<file path="src/rtl/zp_defs.svh">
// Purpose: constants for the zero-point and auto-zero command interpreter
// Assumes: included by its bare name
// Notes: characters, command codes, reset values and bus offsets
`ifndef ZP_DEFS_SVH
`define ZP_DEFS_SVH

// line characters
`define ZP_CH_CR 8'h0d
`define ZP_CH_LF 8'h0a
`define ZP_CH_SP 8'h20
`define ZP_CH_DOT 8'h2e
`define ZP_CH_0 8'h30
`define ZP_CH_9 8'h39

// command characters
`define ZP_CMD_NITRO 8'h55
`define ZP_CMD_FORCE 8'h75
`define ZP_CMD_KNOWN 8'h58
`define ZP_CMD_FRESH 8'h47
`define ZP_CMD_PARAM 8'h50
`define ZP_CMD_AZ 8'h40
`define ZP_CMD_ALT_SET 8'h53
`define ZP_CMD_ALT_GET 8'h73

// parameter indices of the two background words
`define ZP_IDX_AZ_HI 16'h0008
`define ZP_IDX_AZ_LO 16'h0009
`define ZP_IDX_FR_HI 16'h000a
`define ZP_IDX_FR_LO 16'h000b

// reset values; intervals are in tenths of a day
`define ZP_RST_ALT 16'h2000
`define ZP_RST_AZ_INIT 16'h000a
`define ZP_RST_AZ_REG 16'h0050
`define ZP_RST_BG_HI 8'h01
`define ZP_RST_BG_LO 8'h90
`define ZP_RST_MULT 8'h01
`define ZP_RST_ZERO 16'h0000

// register byte offsets
`define ZP_OFS_CTRL 8'h00
`define ZP_OFS_ZERO 8'h04
`define ZP_OFS_ALT 8'h08
`define ZP_OFS_AZ_INIT 8'h0c
`define ZP_OFS_AZ_REG 8'h10
`define ZP_OFS_BG 8'h14
`define ZP_OFS_STAT 8'h18

`endif

</file>
<file path="src/rtl/zp_pkg.sv">
// Purpose: types shared by the command interpreter files
// Assumes: nothing
// Notes: states, number formats and carried groups
package zp_pkg;

  typedef enum logic [3:0] {
    ST_RX, ST_PARSE, ST_EXEC, ST_CMD, ST_SP, ST_CONV, ST_WAIT, ST_DIG,
    ST_ECHO_A, ST_ECHO, ST_CR, ST_LF
  } ctl_state_t;

  // pad5: five digits; tenth: d.d without leading zeros; plain: no leading zeros
  typedef enum logic [1:0] {FM_PAD5, FM_TENTH, FM_PLAIN} fmt_t;

  typedef struct packed {
    logic valid;
    logic [7:0] data;
  } rx_beat_t;

  typedef struct packed {
    logic enable;
    logic [15:0] init_tenths;
    logic [15:0] regular_tenths;
  } az_cfg_t;

endpackage : zp_pkg

</file>
<file path="src/rtl/line_mem.sv">
// Purpose: character store for one received command line
// Assumes: one write and one read port on the same clock
// Notes: read data come out of a register one cycle after the address
`timescale 1ns/1ps
module line_mem #(
  parameter int DEPTH = 32,
  parameter int AW = 5
) (
  // clock
  input wire logic clock,
  // write port
  input wire logic we,
  input wire logic [AW-1:0] waddr,
  input wire logic [7:0] wdata,
  // read port
  input wire logic [AW-1:0] raddr,
  output logic [7:0] rdata
);

  logic [7:0] mem [DEPTH];

  always_ff @(posedge clock) begin
    if (we) begin
      mem[waddr] <= wdata;
    end
    rdata <= mem[raddr];
  end

endmodule : line_mem

</file>
<file path="src/rtl/dec5_fmt.sv">
// Purpose: binary to five decimal digits by shift and add-three
// Assumes: start is a one-cycle pulse while idle
// Notes: done pulses 16 cycles after start; bcd holds until next start
`timescale 1ns/1ps
module dec5_fmt (
  // clock and reset
  input wire logic clock,
  input wire logic resetn,
  // request
  input wire logic start,
  input wire logic [15:0] value,
  // answer
  output logic done,
  output logic [19:0] bcd
);

  logic [15:0] bin;
  logic [4:0] count;
  logic busy;
  logic [19:0] adj;

  function automatic logic [19:0] add3(input logic [19:0] b);
    logic [19:0] r;
    r = b;
    for (int i = 0; i < 5; i++) begin
      if (r[4*i+:4] > 4'h4) begin
        r[4*i+:4] = r[4*i+:4] + 4'h3;
      end
    end
    return r;
  endfunction : add3

  assign adj = add3(bcd);

  always_ff @(posedge clock) begin
    if (!resetn) begin
      bin <= 16'h0000;
      bcd <= 20'h00000;
      count <= 5'h00;
      busy <= 1'b0;
      done <= 1'b0;
    end else begin
      done <= 1'b0;
      if (start && !busy) begin
        bin <= value;
        bcd <= 20'h00000;
        count <= 5'h10;
        busy <= 1'b1;
      end else if (busy) begin
        {bcd, bin} <= {adj[18:0], bin, 1'b0};
        count <= count - 5'h01;
        if (count == 5'h01) begin
          busy <= 1'b0;
          done <= 1'b1;
        end
      end
    end
  end

endmodule : dec5_fmt

</file>
<file path="src/rtl/zp_cmd.sv">
// Purpose: command interpreter for zero-point, background, auto-zero and altitude
// Assumes: byte streams from and to a UART on the same clock; AHB-Lite slave
// Notes: one line at a time; the receive side stalls while a line is handled
`timescale 1ns/1ps
`include "zp_defs.svh"

// Notes on behaviour
// - act only after CR then LF
// - U: zero from reading, reply zero
// - u: force zero to value, reply zero
// - X: zero from known concentration
// - concentrations scaled by configured multiplier
// - indices 8/9 form auto-zero background word
// - indices 10/11 form fresh-air background word
// - @ two values: store intervals, mirror line
// - reset: enabled, 1.0 and 8.0 days
// - @ 0 disables; two values enable
// - bare @ reports configuration
// - S: store altitude, reply five digits
// - s: report altitude five digits
// - G uses configured fresh-air concentration
module zp_cmd
  import zp_pkg::*;
#(
  parameter int LINE_DEPTH = 32
) (
  // clock and reset
  input wire logic clock,
  input wire logic resetn,
  // received characters
  input wire rx_beat_t rx,
  output logic rx_ready,
  // transmitted characters
  output logic tx_valid,
  output logic [7:0] tx_data,
  input wire logic tx_ready,
  // raw sensor reading from the measurement path
  input wire logic [15:0] reading,
  // settings
  output logic [15:0] zero_point,
  output logic [15:0] altitude,
  output az_cfg_t az_cfg,
  output logic [15:0] bg_autozero,
  output logic [15:0] bg_fresh,
  // AHB-Lite slave
  input wire logic hsel,
  input wire logic [31:0] haddr,
  input wire logic [1:0] htrans,
  input wire logic hwrite,
  input wire logic [2:0] hsize,
  input wire logic [31:0] hwdata,
  input wire logic hready,
  output logic hreadyout,
  output logic hresp,
  output logic [31:0] hrdata
);

  localparam int AW = $clog2(LINE_DEPTH);

  function automatic logic [15:0] scale(input logic [15:0] v, input logic [7:0] m);
    return 16'(v * m);
  endfunction : scale

  function automatic logic [15:0] sub_sat(input logic [15:0] a, input logic [15:0] b);
    return (a > b) ? 16'(a - b) : 16'h0000;
  endfunction : sub_sat

  ctl_state_t state;
  logic [AW:0] len;
  logic seen_cr;
  logic ovf;
  logic dropped;
  logic [AW:0] rd_addr;
  logic pend;
  logic [AW:0] pidx;
  logic [7:0] mem_rdata;
  logic [7:0] cmd;
  logic [15:0] args [3];
  logic [1:0] nargs;
  logic in_tok;
  logic [7:0] mult;
  logic [7:0] az_hi;
  logic [7:0] az_lo;
  logic [7:0] fr_hi;
  logic [7:0] fr_lo;
  logic [15:0] fld [2];
  logic fi;
  logic two_fld;
  fmt_t fmt;
  logic [2:0] dx;
  logic started;
  logic dot_done;
  logic fmt_done;
  logic [19:0] bcd;
  logic [3:0] digit;
  logic skip;
  logic emit;
  logic [7:0] emit_byte;
  logic tx_free;
  logic rx_take;
  logic is_cr;
  logic is_lf;
  logic store_ch;
  logic is_digit;
  logic [15:0] arg_cur;
  logic [15:0] known_zero;
  logic [15:0] fresh_zero;
  logic bus_rd;
  logic bus_wr;
  logic wr_pend;
  logic [7:0] wr_ofs;
  logic [7:0] rd_ofs;
  logic [31:0] rd_word;
  logic next_reply_go;
  logic next_reply_echo;
  logic reply_ok;
  logic [AW:0] echo_len;

  // receive side
  // next line waits until the reply's final line feed has left
  assign rx_ready = (state == ST_RX) && !tx_valid;
  assign rx_take = rx.valid && rx_ready;
  assign is_cr = (rx.data == `ZP_CH_CR);
  assign is_lf = (rx.data == `ZP_CH_LF);
  assign store_ch = rx_take && !is_cr && !is_lf && (len < (AW+1)'(LINE_DEPTH));

  line_mem #(.DEPTH(LINE_DEPTH), .AW(AW)) u_line (
    .clock(clock),
    .we(store_ch),
    .waddr(len[AW-1:0]),
    .wdata(rx.data),
    .raddr(rd_addr[AW-1:0]),
    .rdata(mem_rdata)
  );

  // argument parsing helpers
  assign is_digit = (mem_rdata >= `ZP_CH_0) && (mem_rdata <= `ZP_CH_9);
  assign arg_cur = args[nargs - 2'd1];
  assign known_zero = sub_sat(reading, scale(args[0], mult));
  assign fresh_zero = sub_sat(reading, bg_fresh);

  // response formatting
  dec5_fmt u_fmt (
    .clock(clock),
    .resetn(resetn),
    .start(state == ST_CONV),
    .value(fld[fi]),
    .done(fmt_done),
    .bcd(bcd)
  );

  assign digit = bcd[4*(3'd4 - dx)+:4];
  assign skip = (state == ST_DIG) && !started && (digit == 4'h0) &&
                (((fmt == FM_TENTH) && (dx < 3'd3)) || ((fmt == FM_PLAIN) && (dx < 3'd4)));
  assign tx_free = !tx_valid || tx_ready;
  assign emit = tx_free && !skip && ((state == ST_CMD) || (state == ST_SP) ||
                (state == ST_DIG) || (state == ST_ECHO) || (state == ST_CR) ||
                (state == ST_LF));
  assign emit_byte = (state == ST_CMD) ? cmd :
                     (state == ST_SP) ? `ZP_CH_SP :
                     (state == ST_ECHO) ? mem_rdata :
                     (state == ST_CR) ? `ZP_CH_CR :
                     (state == ST_LF) ? `ZP_CH_LF :
                     ((fmt == FM_TENTH) && (dx == 3'd4) && !dot_done) ? `ZP_CH_DOT :
                     (`ZP_CH_0 | {4'h0, digit});

  always_ff @(posedge clock) begin
    if (!resetn) begin
      tx_valid <= 1'b0;
      tx_data <= 8'h00;
    end else if (emit) begin
      tx_valid <= 1'b1;
      tx_data <= emit_byte;
    end else if (tx_ready) begin
      tx_valid <= 1'b0;
    end
  end

  // line collection and parsing
  always_ff @(posedge clock) begin
    if (!resetn) begin
      state <= ST_RX;
      len <= '0;
      seen_cr <= 1'b0;
      ovf <= 1'b0;
      dropped <= 1'b0;
      rd_addr <= '0;
      pend <= 1'b0;
      pidx <= '0;
      cmd <= 8'h00;
      args <= '{default: 16'h0000};
      nargs <= 2'd0;
      in_tok <= 1'b0;
    end else begin
      unique case (state)
        ST_RX: begin
          if (rx_take) begin
            if (is_cr) begin
              seen_cr <= 1'b1;
            end else if (is_lf && seen_cr) begin
              seen_cr <= 1'b0;
              len <= '0;
              ovf <= 1'b0;
              dropped <= ovf;
              if (!ovf && (len != '0)) begin
                len <= len;
                state <= ST_PARSE;
                rd_addr <= '0;
                pend <= 1'b0;
                nargs <= 2'd0;
                in_tok <= 1'b0;
                args <= '{default: 16'h0000};
              end
            end else if (!is_lf) begin
              seen_cr <= 1'b0;
              if (store_ch) begin
                len <= len + 1'b1;
              end else begin
                ovf <= 1'b1;
              end
            end
          end
        end
        ST_PARSE: begin
          pend <= (rd_addr < len);
          pidx <= rd_addr;
          if (rd_addr < len) begin
            rd_addr <= rd_addr + 1'b1;
          end
          if (pend) begin
            if (pidx == '0) begin
              cmd <= mem_rdata;
            end else if (mem_rdata == `ZP_CH_SP) begin
              in_tok <= 1'b0;
            end else if (is_digit) begin
              if (!in_tok && (nargs != 2'd3)) begin
                nargs <= nargs + 2'd1;
                args[nargs] <= {8'h00, mem_rdata - `ZP_CH_0};
                in_tok <= 1'b1;
              end else if (in_tok) begin
                args[nargs - 2'd1] <= 16'(arg_cur * 10) + {8'h00, mem_rdata - `ZP_CH_0};
              end
            end
          end else if (rd_addr >= len) begin
            state <= ST_EXEC;
          end
        end
        ST_EXEC: state <= ST_RX;
        default: ;
      endcase
      if (next_reply_go) begin
        state <= next_reply_echo ? ST_ECHO_A : ST_CMD;
      end
      if (state == ST_EXEC) begin
        len <= '0;
      end
      unique case (state)
        ST_CMD: if (emit) state <= ST_SP;
        ST_SP: if (emit) state <= ST_CONV;
        ST_CONV: state <= ST_WAIT;
        ST_WAIT: if (fmt_done) state <= ST_DIG;
        ST_DIG: if ((emit || skip) && (dx == 3'd4) && !((fmt == FM_TENTH) && !dot_done)) begin
          state <= (two_fld && !fi) ? ST_SP : ST_CR;
        end
        ST_ECHO_A: state <= ST_ECHO;
        ST_ECHO: if (emit) begin
          rd_addr <= rd_addr + 1'b1;
          state <= (rd_addr + 1'b1 >= echo_len) ? ST_CR : ST_ECHO_A;
        end
        ST_CR: if (emit) state <= ST_LF;
        ST_LF: if (emit) state <= ST_RX;
        default: ;
      endcase
      if (next_reply_go && next_reply_echo) begin
        rd_addr <= '0;
      end
    end
  end

  // command execution
  assign next_reply_go = (state == ST_EXEC) && reply_ok;

  always_comb begin
    reply_ok = 1'b1;
    next_reply_echo = 1'b0;
    unique case (cmd)
      `ZP_CMD_NITRO, `ZP_CMD_FORCE, `ZP_CMD_KNOWN, `ZP_CMD_FRESH,
      `ZP_CMD_ALT_SET, `ZP_CMD_ALT_GET: ;
      `ZP_CMD_PARAM: reply_ok = (args[0] >= `ZP_IDX_AZ_HI) && (args[0] <= `ZP_IDX_FR_LO);
      `ZP_CMD_AZ: begin
        next_reply_echo = (nargs != 2'd0);
        reply_ok = (nargs == 2'd0) || (nargs == 2'd2) || ((nargs == 2'd1) && (args[0] == 16'h0000));
      end
      default: reply_ok = 1'b0;
    endcase
  end

  always_ff @(posedge clock) begin
    if (!resetn) begin
      zero_point <= `ZP_RST_ZERO;
      altitude <= `ZP_RST_ALT;
      az_cfg <= '{enable: 1'b1, init_tenths: `ZP_RST_AZ_INIT, regular_tenths: `ZP_RST_AZ_REG};
      az_hi <= `ZP_RST_BG_HI;
      az_lo <= `ZP_RST_BG_LO;
      fr_hi <= `ZP_RST_BG_HI;
      fr_lo <= `ZP_RST_BG_LO;
      fld <= '{default: 16'h0000};
      two_fld <= 1'b0;
      fmt <= FM_PAD5;
      echo_len <= '0;
    end else if (state == ST_EXEC) begin
      two_fld <= 1'b0;
      fmt <= FM_PAD5;
      echo_len <= len;
      unique case (cmd)
        `ZP_CMD_NITRO: begin
          zero_point <= reading;
          fld[0] <= reading;
        end
        `ZP_CMD_FORCE: begin
          zero_point <= args[0];
          fld[0] <= args[0];
        end
        `ZP_CMD_KNOWN: begin
          zero_point <= known_zero;
          fld[0] <= known_zero;
        end
        `ZP_CMD_FRESH: begin
          zero_point <= fresh_zero;
          fld[0] <= fresh_zero;
        end
        `ZP_CMD_PARAM: begin
          two_fld <= 1'b1;
          fld[0] <= args[0];
          fld[1] <= {8'h00, args[1][7:0]};
          if (args[0] == `ZP_IDX_AZ_HI) az_hi <= args[1][7:0];
          if (args[0] == `ZP_IDX_AZ_LO) az_lo <= args[1][7:0];
          if (args[0] == `ZP_IDX_FR_HI) fr_hi <= args[1][7:0];
          if (args[0] == `ZP_IDX_FR_LO) fr_lo <= args[1][7:0];
        end
        `ZP_CMD_AZ: begin
          if (nargs == 2'd2) begin
            az_cfg <= '{enable: 1'b1, init_tenths: args[0], regular_tenths: args[1]};
          end else if ((nargs == 2'd1) && (args[0] == 16'h0000)) begin
            az_cfg.enable <= 1'b0;
          end else if (nargs == 2'd0) begin
            two_fld <= az_cfg.enable;
            fmt <= az_cfg.enable ? FM_TENTH : FM_PLAIN;
            fld[0] <= az_cfg.enable ? az_cfg.init_tenths : 16'h0000;
            fld[1] <= az_cfg.regular_tenths;
          end
        end
        `ZP_CMD_ALT_SET: begin
          altitude <= args[0];
          fld[0] <= args[0];
        end
        `ZP_CMD_ALT_GET: fld[0] <= altitude;
        default: ;
      endcase
    end
  end

  // background words, scaled before use
  always_ff @(posedge clock) begin
    if (!resetn) begin
      bg_autozero <= 16'h0000;
      bg_fresh <= 16'h0000;
    end else begin
      bg_autozero <= scale({az_hi, az_lo}, mult);
      bg_fresh <= scale({fr_hi, fr_lo}, mult);
    end
  end

  // digit sequencing
  always_ff @(posedge clock) begin
    if (!resetn) begin
      fi <= 1'b0;
      dx <= 3'd0;
      started <= 1'b0;
      dot_done <= 1'b0;
    end else begin
      if (state == ST_EXEC) begin
        fi <= 1'b0;
      end
      if (state == ST_CONV) begin
        dx <= 3'd0;
        started <= 1'b0;
        dot_done <= 1'b0;
      end
      if ((state == ST_DIG) && (emit || skip)) begin
        if ((fmt == FM_TENTH) && (dx == 3'd4) && !dot_done) begin
          dot_done <= 1'b1;
        end else begin
          started <= started | !skip;
          if (dx == 3'd4) begin
            fi <= 1'b1;
          end else begin
            dx <= dx + 3'd1;
          end
        end
      end
    end
  end

  // AHB-Lite slave: zero wait states, always OKAY
  assign hreadyout = 1'b1;
  assign hresp = 1'b0;
  assign bus_rd = hsel && htrans[1] && !hwrite && hready;
  assign bus_wr = hsel && htrans[1] && hwrite && hready;
  assign rd_ofs = haddr[7:0];
  assign rd_word = (rd_ofs == `ZP_OFS_CTRL) ? {23'h000000, az_cfg.enable, mult} :
                   (rd_ofs == `ZP_OFS_ZERO) ? {16'h0000, zero_point} :
                   (rd_ofs == `ZP_OFS_ALT) ? {16'h0000, altitude} :
                   (rd_ofs == `ZP_OFS_AZ_INIT) ? {16'h0000, az_cfg.init_tenths} :
                   (rd_ofs == `ZP_OFS_AZ_REG) ? {16'h0000, az_cfg.regular_tenths} :
                   (rd_ofs == `ZP_OFS_BG) ? {bg_fresh, bg_autozero} :
                   (rd_ofs == `ZP_OFS_STAT) ? {30'h00000000, dropped, state != ST_RX} :
                   32'h00000000;

  always_ff @(posedge clock) begin
    if (!resetn) begin
      hrdata <= 32'h00000000;
      wr_pend <= 1'b0;
      wr_ofs <= 8'h00;
      mult <= `ZP_RST_MULT;
    end else begin
      if (bus_rd) begin
        hrdata <= (haddr[31:8] == 24'h000000) ? rd_word : 32'h00000000;
      end
      wr_pend <= bus_wr && (haddr[31:8] == 24'h000000);
      wr_ofs <= rd_ofs;
      if (wr_pend && (wr_ofs == `ZP_OFS_CTRL)) begin
        mult <= hwdata[7:0];
      end
    end
  end

endmodule : zp_cmd

</file>
<file path="config.mk">
export PLATFORM = sky130hd
export DESIGN_NAME = zp_cmd
export DESIGN_NICKNAME = d
export VERILOG_FILES = /design/src/rtl/zp_pkg.sv /design/src/rtl/line_mem.sv /design/src/rtl/dec5_fmt.sv /design/src/rtl/zp_cmd.sv
export VERILOG_INCLUDE_DIRS = /design/src /design/src/rtl
export SDC_FILE = /design/constraint.sdc
export NUM_CORES = 2
export LEC_CHECK = 0
export ABC_AREA = 0
export BUFFER_PORTS_ARGS = -buffer_cell sky130_fd_sc_hd__clkbuf_2
export CAP_MARGIN = 20
export CELL_PAD_IN_SITES_DETAIL_PLACEMENT = 0
export CELL_PAD_IN_SITES_GLOBAL_PLACEMENT = 2
export CORE_MARGIN = 1.5
export CORE_UTILIZATION = 36
export DETAILED_ROUTE_END_ITERATION = 16
export GPL_TIMING_DRIVEN = 0
export PLACE_DENSITY_LB_ADDON = 0.1
export SYNTH_ARGS = -nofsm -noshare
export SYNTH_HDL_FRONTEND = slang
export SYNTH_HIERARCHICAL = 1
export SYNTH_SLANG_ARGS = --single-unit
</file>
<file path="constraint.sdc">
create_clock -name clock -period 5.9 [get_ports clock]
set_input_delay 0.295 -clock clock [delete_from_list [all_inputs] [get_ports clock]]
set_output_delay 0.295 -clock clock [all_outputs]
set_load 0.02 [all_outputs]
</file>
==> flow_summary.toml <==
[status]
status = "finished, violations left"
violations = "negative setup slack"

[worst_setup_path]
crit_buf_inv = 5
crit_type = "flop to flop"
critPathCaptureType = "flop"
cpLargestDelayFamily = "adder cells"
rr_endpoint = "fld[20]$_SDFFE_PN0P_"
critPathLaunchType = "flop"
timing.rr.start = "mult[3]$_SDFFE_PN0P_"
path_max_fanout = 10
cp.required_ns = 6.42
cp_slowest_cell = "fa_1"
crit_arrival_ns = 6.55
slowest_delay_ns = 0.54
r2r_slack_ns = -0.13
ff2ff_path_depth = 25

[sta]
drv_slew = 0
worst_pin_slew_ns = 1.19
final.period_utilization = 1.02
max_freq_mhz = 166
final_hold_viol_count = 0
rsz0062_at_grt = "true"
setup_ws_ns = -0.131
relSlewSlack = 0.204
fin_crit_ns = 6.03
setup_viol = 32
setup_tns_ns = -2.43
clock_skew_ns = 0.0391

[logic_synthesis]
yosysTopAreaCell = "edfxtp_1"
synth_cell_type_count = 101
synthMuxAreaShare = 0.0755
syn_avg_cell_area_sq_um = 9.91
synth_area_sq_um = 38100
synth_cells = 3843
synth_compound_area_frac = 0.128
ys_ff_latch = 625
synth_adder_area_share = 0.154
synth_edf_count = 256
synthTopCellsByArea = "edfxtp_1 20%, dfxtp_1 19%, fa_1 9.7%"
ys_seq_area_frac = 0.396
synth_xor_area_frac = 0.0285
yosysMostFrequentCell = "nand2_1"
netlist_top_cells_count = "480 x nand2_1, 369 x dfxtp_1, 271 x nor2_1"
async_flop_share = 0
synth_nets = 4300
synth_top_family_by_area = "simple AND/OR/NAND/NOR gates"
ys_warn_count = 6
ys.flop_type = "dfxtp_1"
yosys.area.top_type_share = 0.202
synthSimpleGateAreaFrac = 0.166

[clock_network]
cts_max_path_buffers = 3
clock_latency_ns = 0.69
root_buffer = "clkbuf_16"
h-tree-depth = 3
cts_num_sinks = 625
numCtsBuffers = 76
cts_tree = "built"
clk_pin_slew_ns = 0.06

[placement]
dpl_cell_area_sq_um = 40900
port_buffers = 208
gp_congestion = 0.953
hpwl_microns = 110000
post-place-ws_ns = -2.35
post-place-cells = 5447

[final_layout]
final_area_sq_um = 45100
final_util = 0.429
stdcell_count = 5650
area_growth_pct = 18.4
final_nets = 4650
drive_above_1_share = 0.164
multiInputGateArea_sq_um = 21400
n_fill_cell = 10500
regArea_sq_um = 15100

[global_routing]
grt_first_pass_wirelength_microns = 211000
grt_usage = 0.268
antenna_found_initial = 5
grt-ovfl-total = 0
grt_pass1_vias = 30400
grt_max_degree = 35

[route]
routed_wl_microns = 145000
vias = 30700
ant_nets = 0
avgViaCountPerCell = 5.44
drc = 0
wl_per_cell_microns = 25.7
drt_iter0_markers = 2122
drtPass1Iterations = 7

[min_path]
worstHoldStart = "tx_ready"
whs_path_depth = 3
hold_class = "input port to flop"
hold_end = "tx_valid$_SDFFE_PN0P_"

[floorplan]
rows = 119
chipWidth_microns = 328
core_sq_um = 105000
dieArea_sq_um = 108000
start_util = 0.362
io_pins = 241
die-height_microns = 328

[pwr]
switchingPower_w = 0.00284
p_seq_frac = 0.440
switching_share = 0.267
pwr-share-comb = 0.088
cellPowerDensity_nw_per_um2 = 236
power_leakage_nw = 16.7
ir_worst_vdd_v = 0.000273
power_frac_clock = 0.471
p_int_w = 0.00778

[job]
cap_viol_max_count = 0
## worst reg2reg max path, stage by stage (launching register included)
cell	delay [ns]
dfxtp_4	0.37
clkbuf_16	0.15
clkbuf_16	0.16
and2_1	0.18
fa_2	0.37
fa_1	0.49
fa_1	0.54
inv_1	0.05
fa_1	0.49
inv_2	0.05
ha_4	0.22
nor2b_2	0.16
o211ai_1	0.20
nand2_2	0.13
a21oi_2	0.17
xor2_1	0.21
ha_1	0.31
a21oi_2	0.15
o21ai_2	0.09
a21oi_2	0.20
a21oi_4	0.09
a2111oi_4	0.37
nor4_4	0.10
clkbuf_8	0.19
a32oi_4	0.32
a311oi_2	0.15
## state kept, by name (all words and copies together), names as in the netlist, 8 cells and up
signal / flops
altitude: 16
args: 47
az_cfg: 33
az_hi: 8
az_lo: 8
bg_autozero: 16
bg_fresh: 16
cmd: 8
fld: 32
fr_hi: 8
fr_lo: 8
hrdata: 32
mult: 8
tx_data: 8
u_fmt/bcd: 20
u_fmt/bin: 16
u_line/mem: 256
u_line/rdata: 8
wr_ofs: 8
zero_point: 16
## metrics by stage
| stage | hold WS [ns] | total power [W] |
|---|---|---|
| detailed placement | 0.447 | 0.00568 |
| CTS | 0.0182 | 0.0107 |
| floorplan | 0.394 | 0.00526 |
| global route | 0.0500 | 0.0110 |
| finish | 0.0613 | 0.0106 |
| global placement | 0.441 | 0.00568 |
## power by group through the flow
stage / Combinational, W / Sequential, W / Clock [W]
4_1_cts: 0.000931 / 0.00468 / 0.00510
3_3_place_gp: 0.000904 / 0.00478 / 0
6_report: 0.000937 / 0.00468 / 0.00501
2_1_floorplan: 0.000517 / 0.00474 / 0
3_5_place_dp: 0.000905 / 0.00478 / 0
5_1_grt: 0.00102 / 0.00468 / 0.00525
## cells by family after synthesis
logic type,count (synthesis)
DFF,625
other,2
AOI/OAI and AO/OA,750
and+or+nand+nor,1301
buffers and inverters,498
xor gates and xnor gates,124
adders and majority gates,359
muxes,184
## worst max-delay path by stage
stage	start	endpoint	slack, ns	cells past startpoint
floorplan	mult[2]$_SDFFE_PN0P_	fld[16]$_SDFFE_PN0P_	0.0008	26
global placement	mult[2]$_SDFFE_PN0P_	fld[27]$_SDFFE_PN0P_	-2.37	26
detailed placement	mult[2]$_SDFFE_PN0P_	zero_point[11]$_SDFFE_PN0P_	-2.35	26
CTS	mult[6]$_SDFFE_PN0P_	fld[23]$_SDFFE_PN0P_	-0.15	27
global route	mult[5]$_SDFFE_PN0P_	fld[20]$_SDFFE_PN0P_	-0.35	25
finish	mult[3]$_SDFFE_PN0P_	fld[20]$_SDFFE_PN0P_	-0.13	25
## layout by cell type (no fill, tap or decap), drive strengths merged, types with 20 or more instances in the layout
cell type / netlist / final
a21oi: 253 / 253
nand2: 480 / 480
mux2i: 79 / 79
nor3: 45 / 45
fa: 184 / 184
a22o: 20 / 20
xnor2: 81 / 81
nor2: 273 / 273
edfxtp: 256 / 256
ha: 173 / 173
clkbuf: 179 / 486
nand3: 73 / 73
a211oi: 33 / 33
o21ai: 140 / 140
mux4: 80 / 80
inv: 263 / 264
a22oi: 87 / 87
nand2b: 26 / 26
dfxtp: 369 / 369
or3: 26 / 26
a31oi: 33 / 33
mux2: 25 / 25
buf: 54 / 112
nor2b: 35 / 35
nor4: 26 / 26
and2: 224 / 224
xor2: 43 / 43
## area by class of cell
class,instances,area share
repair buffers,277,0.0369
diodes,3,0.000167
plain buffers,228,0.0316
flip-flops and latches,625,0.336
multi-input cells,2720,0.475
clock inverters,33,0.0108
inverters,265,0.0221
clock buffers,108,0.0487
well taps,1391,0.0386
## metal layers
metal / up-vias / global-route usage / share of wire
li1: 14200 / - / -
met1: 15400 / 0.366 / 0.44
met2: 906 / 0.437 / 0.47
met3: 234 / 0.0317 / 0.049
met4: 2 / 0.102 / 0.040
met5: - / 0 / 0.000090
## timing repair
| action | CTS | global route |
|---|---|---|
| pin swaps | 33 | 30 |
| buffers inserted | 40 | 13 |
| hold buffers | 15 | 0 |
| gates resized for setup | 208 | 35 |
| endpoints found under the setup margin | 64 | 44 |
| endpoints found under the hold margin | 15 | 0 |
| cloned | 1 | 0 |
Note: power is estimated with default switching activity, not from simulation.
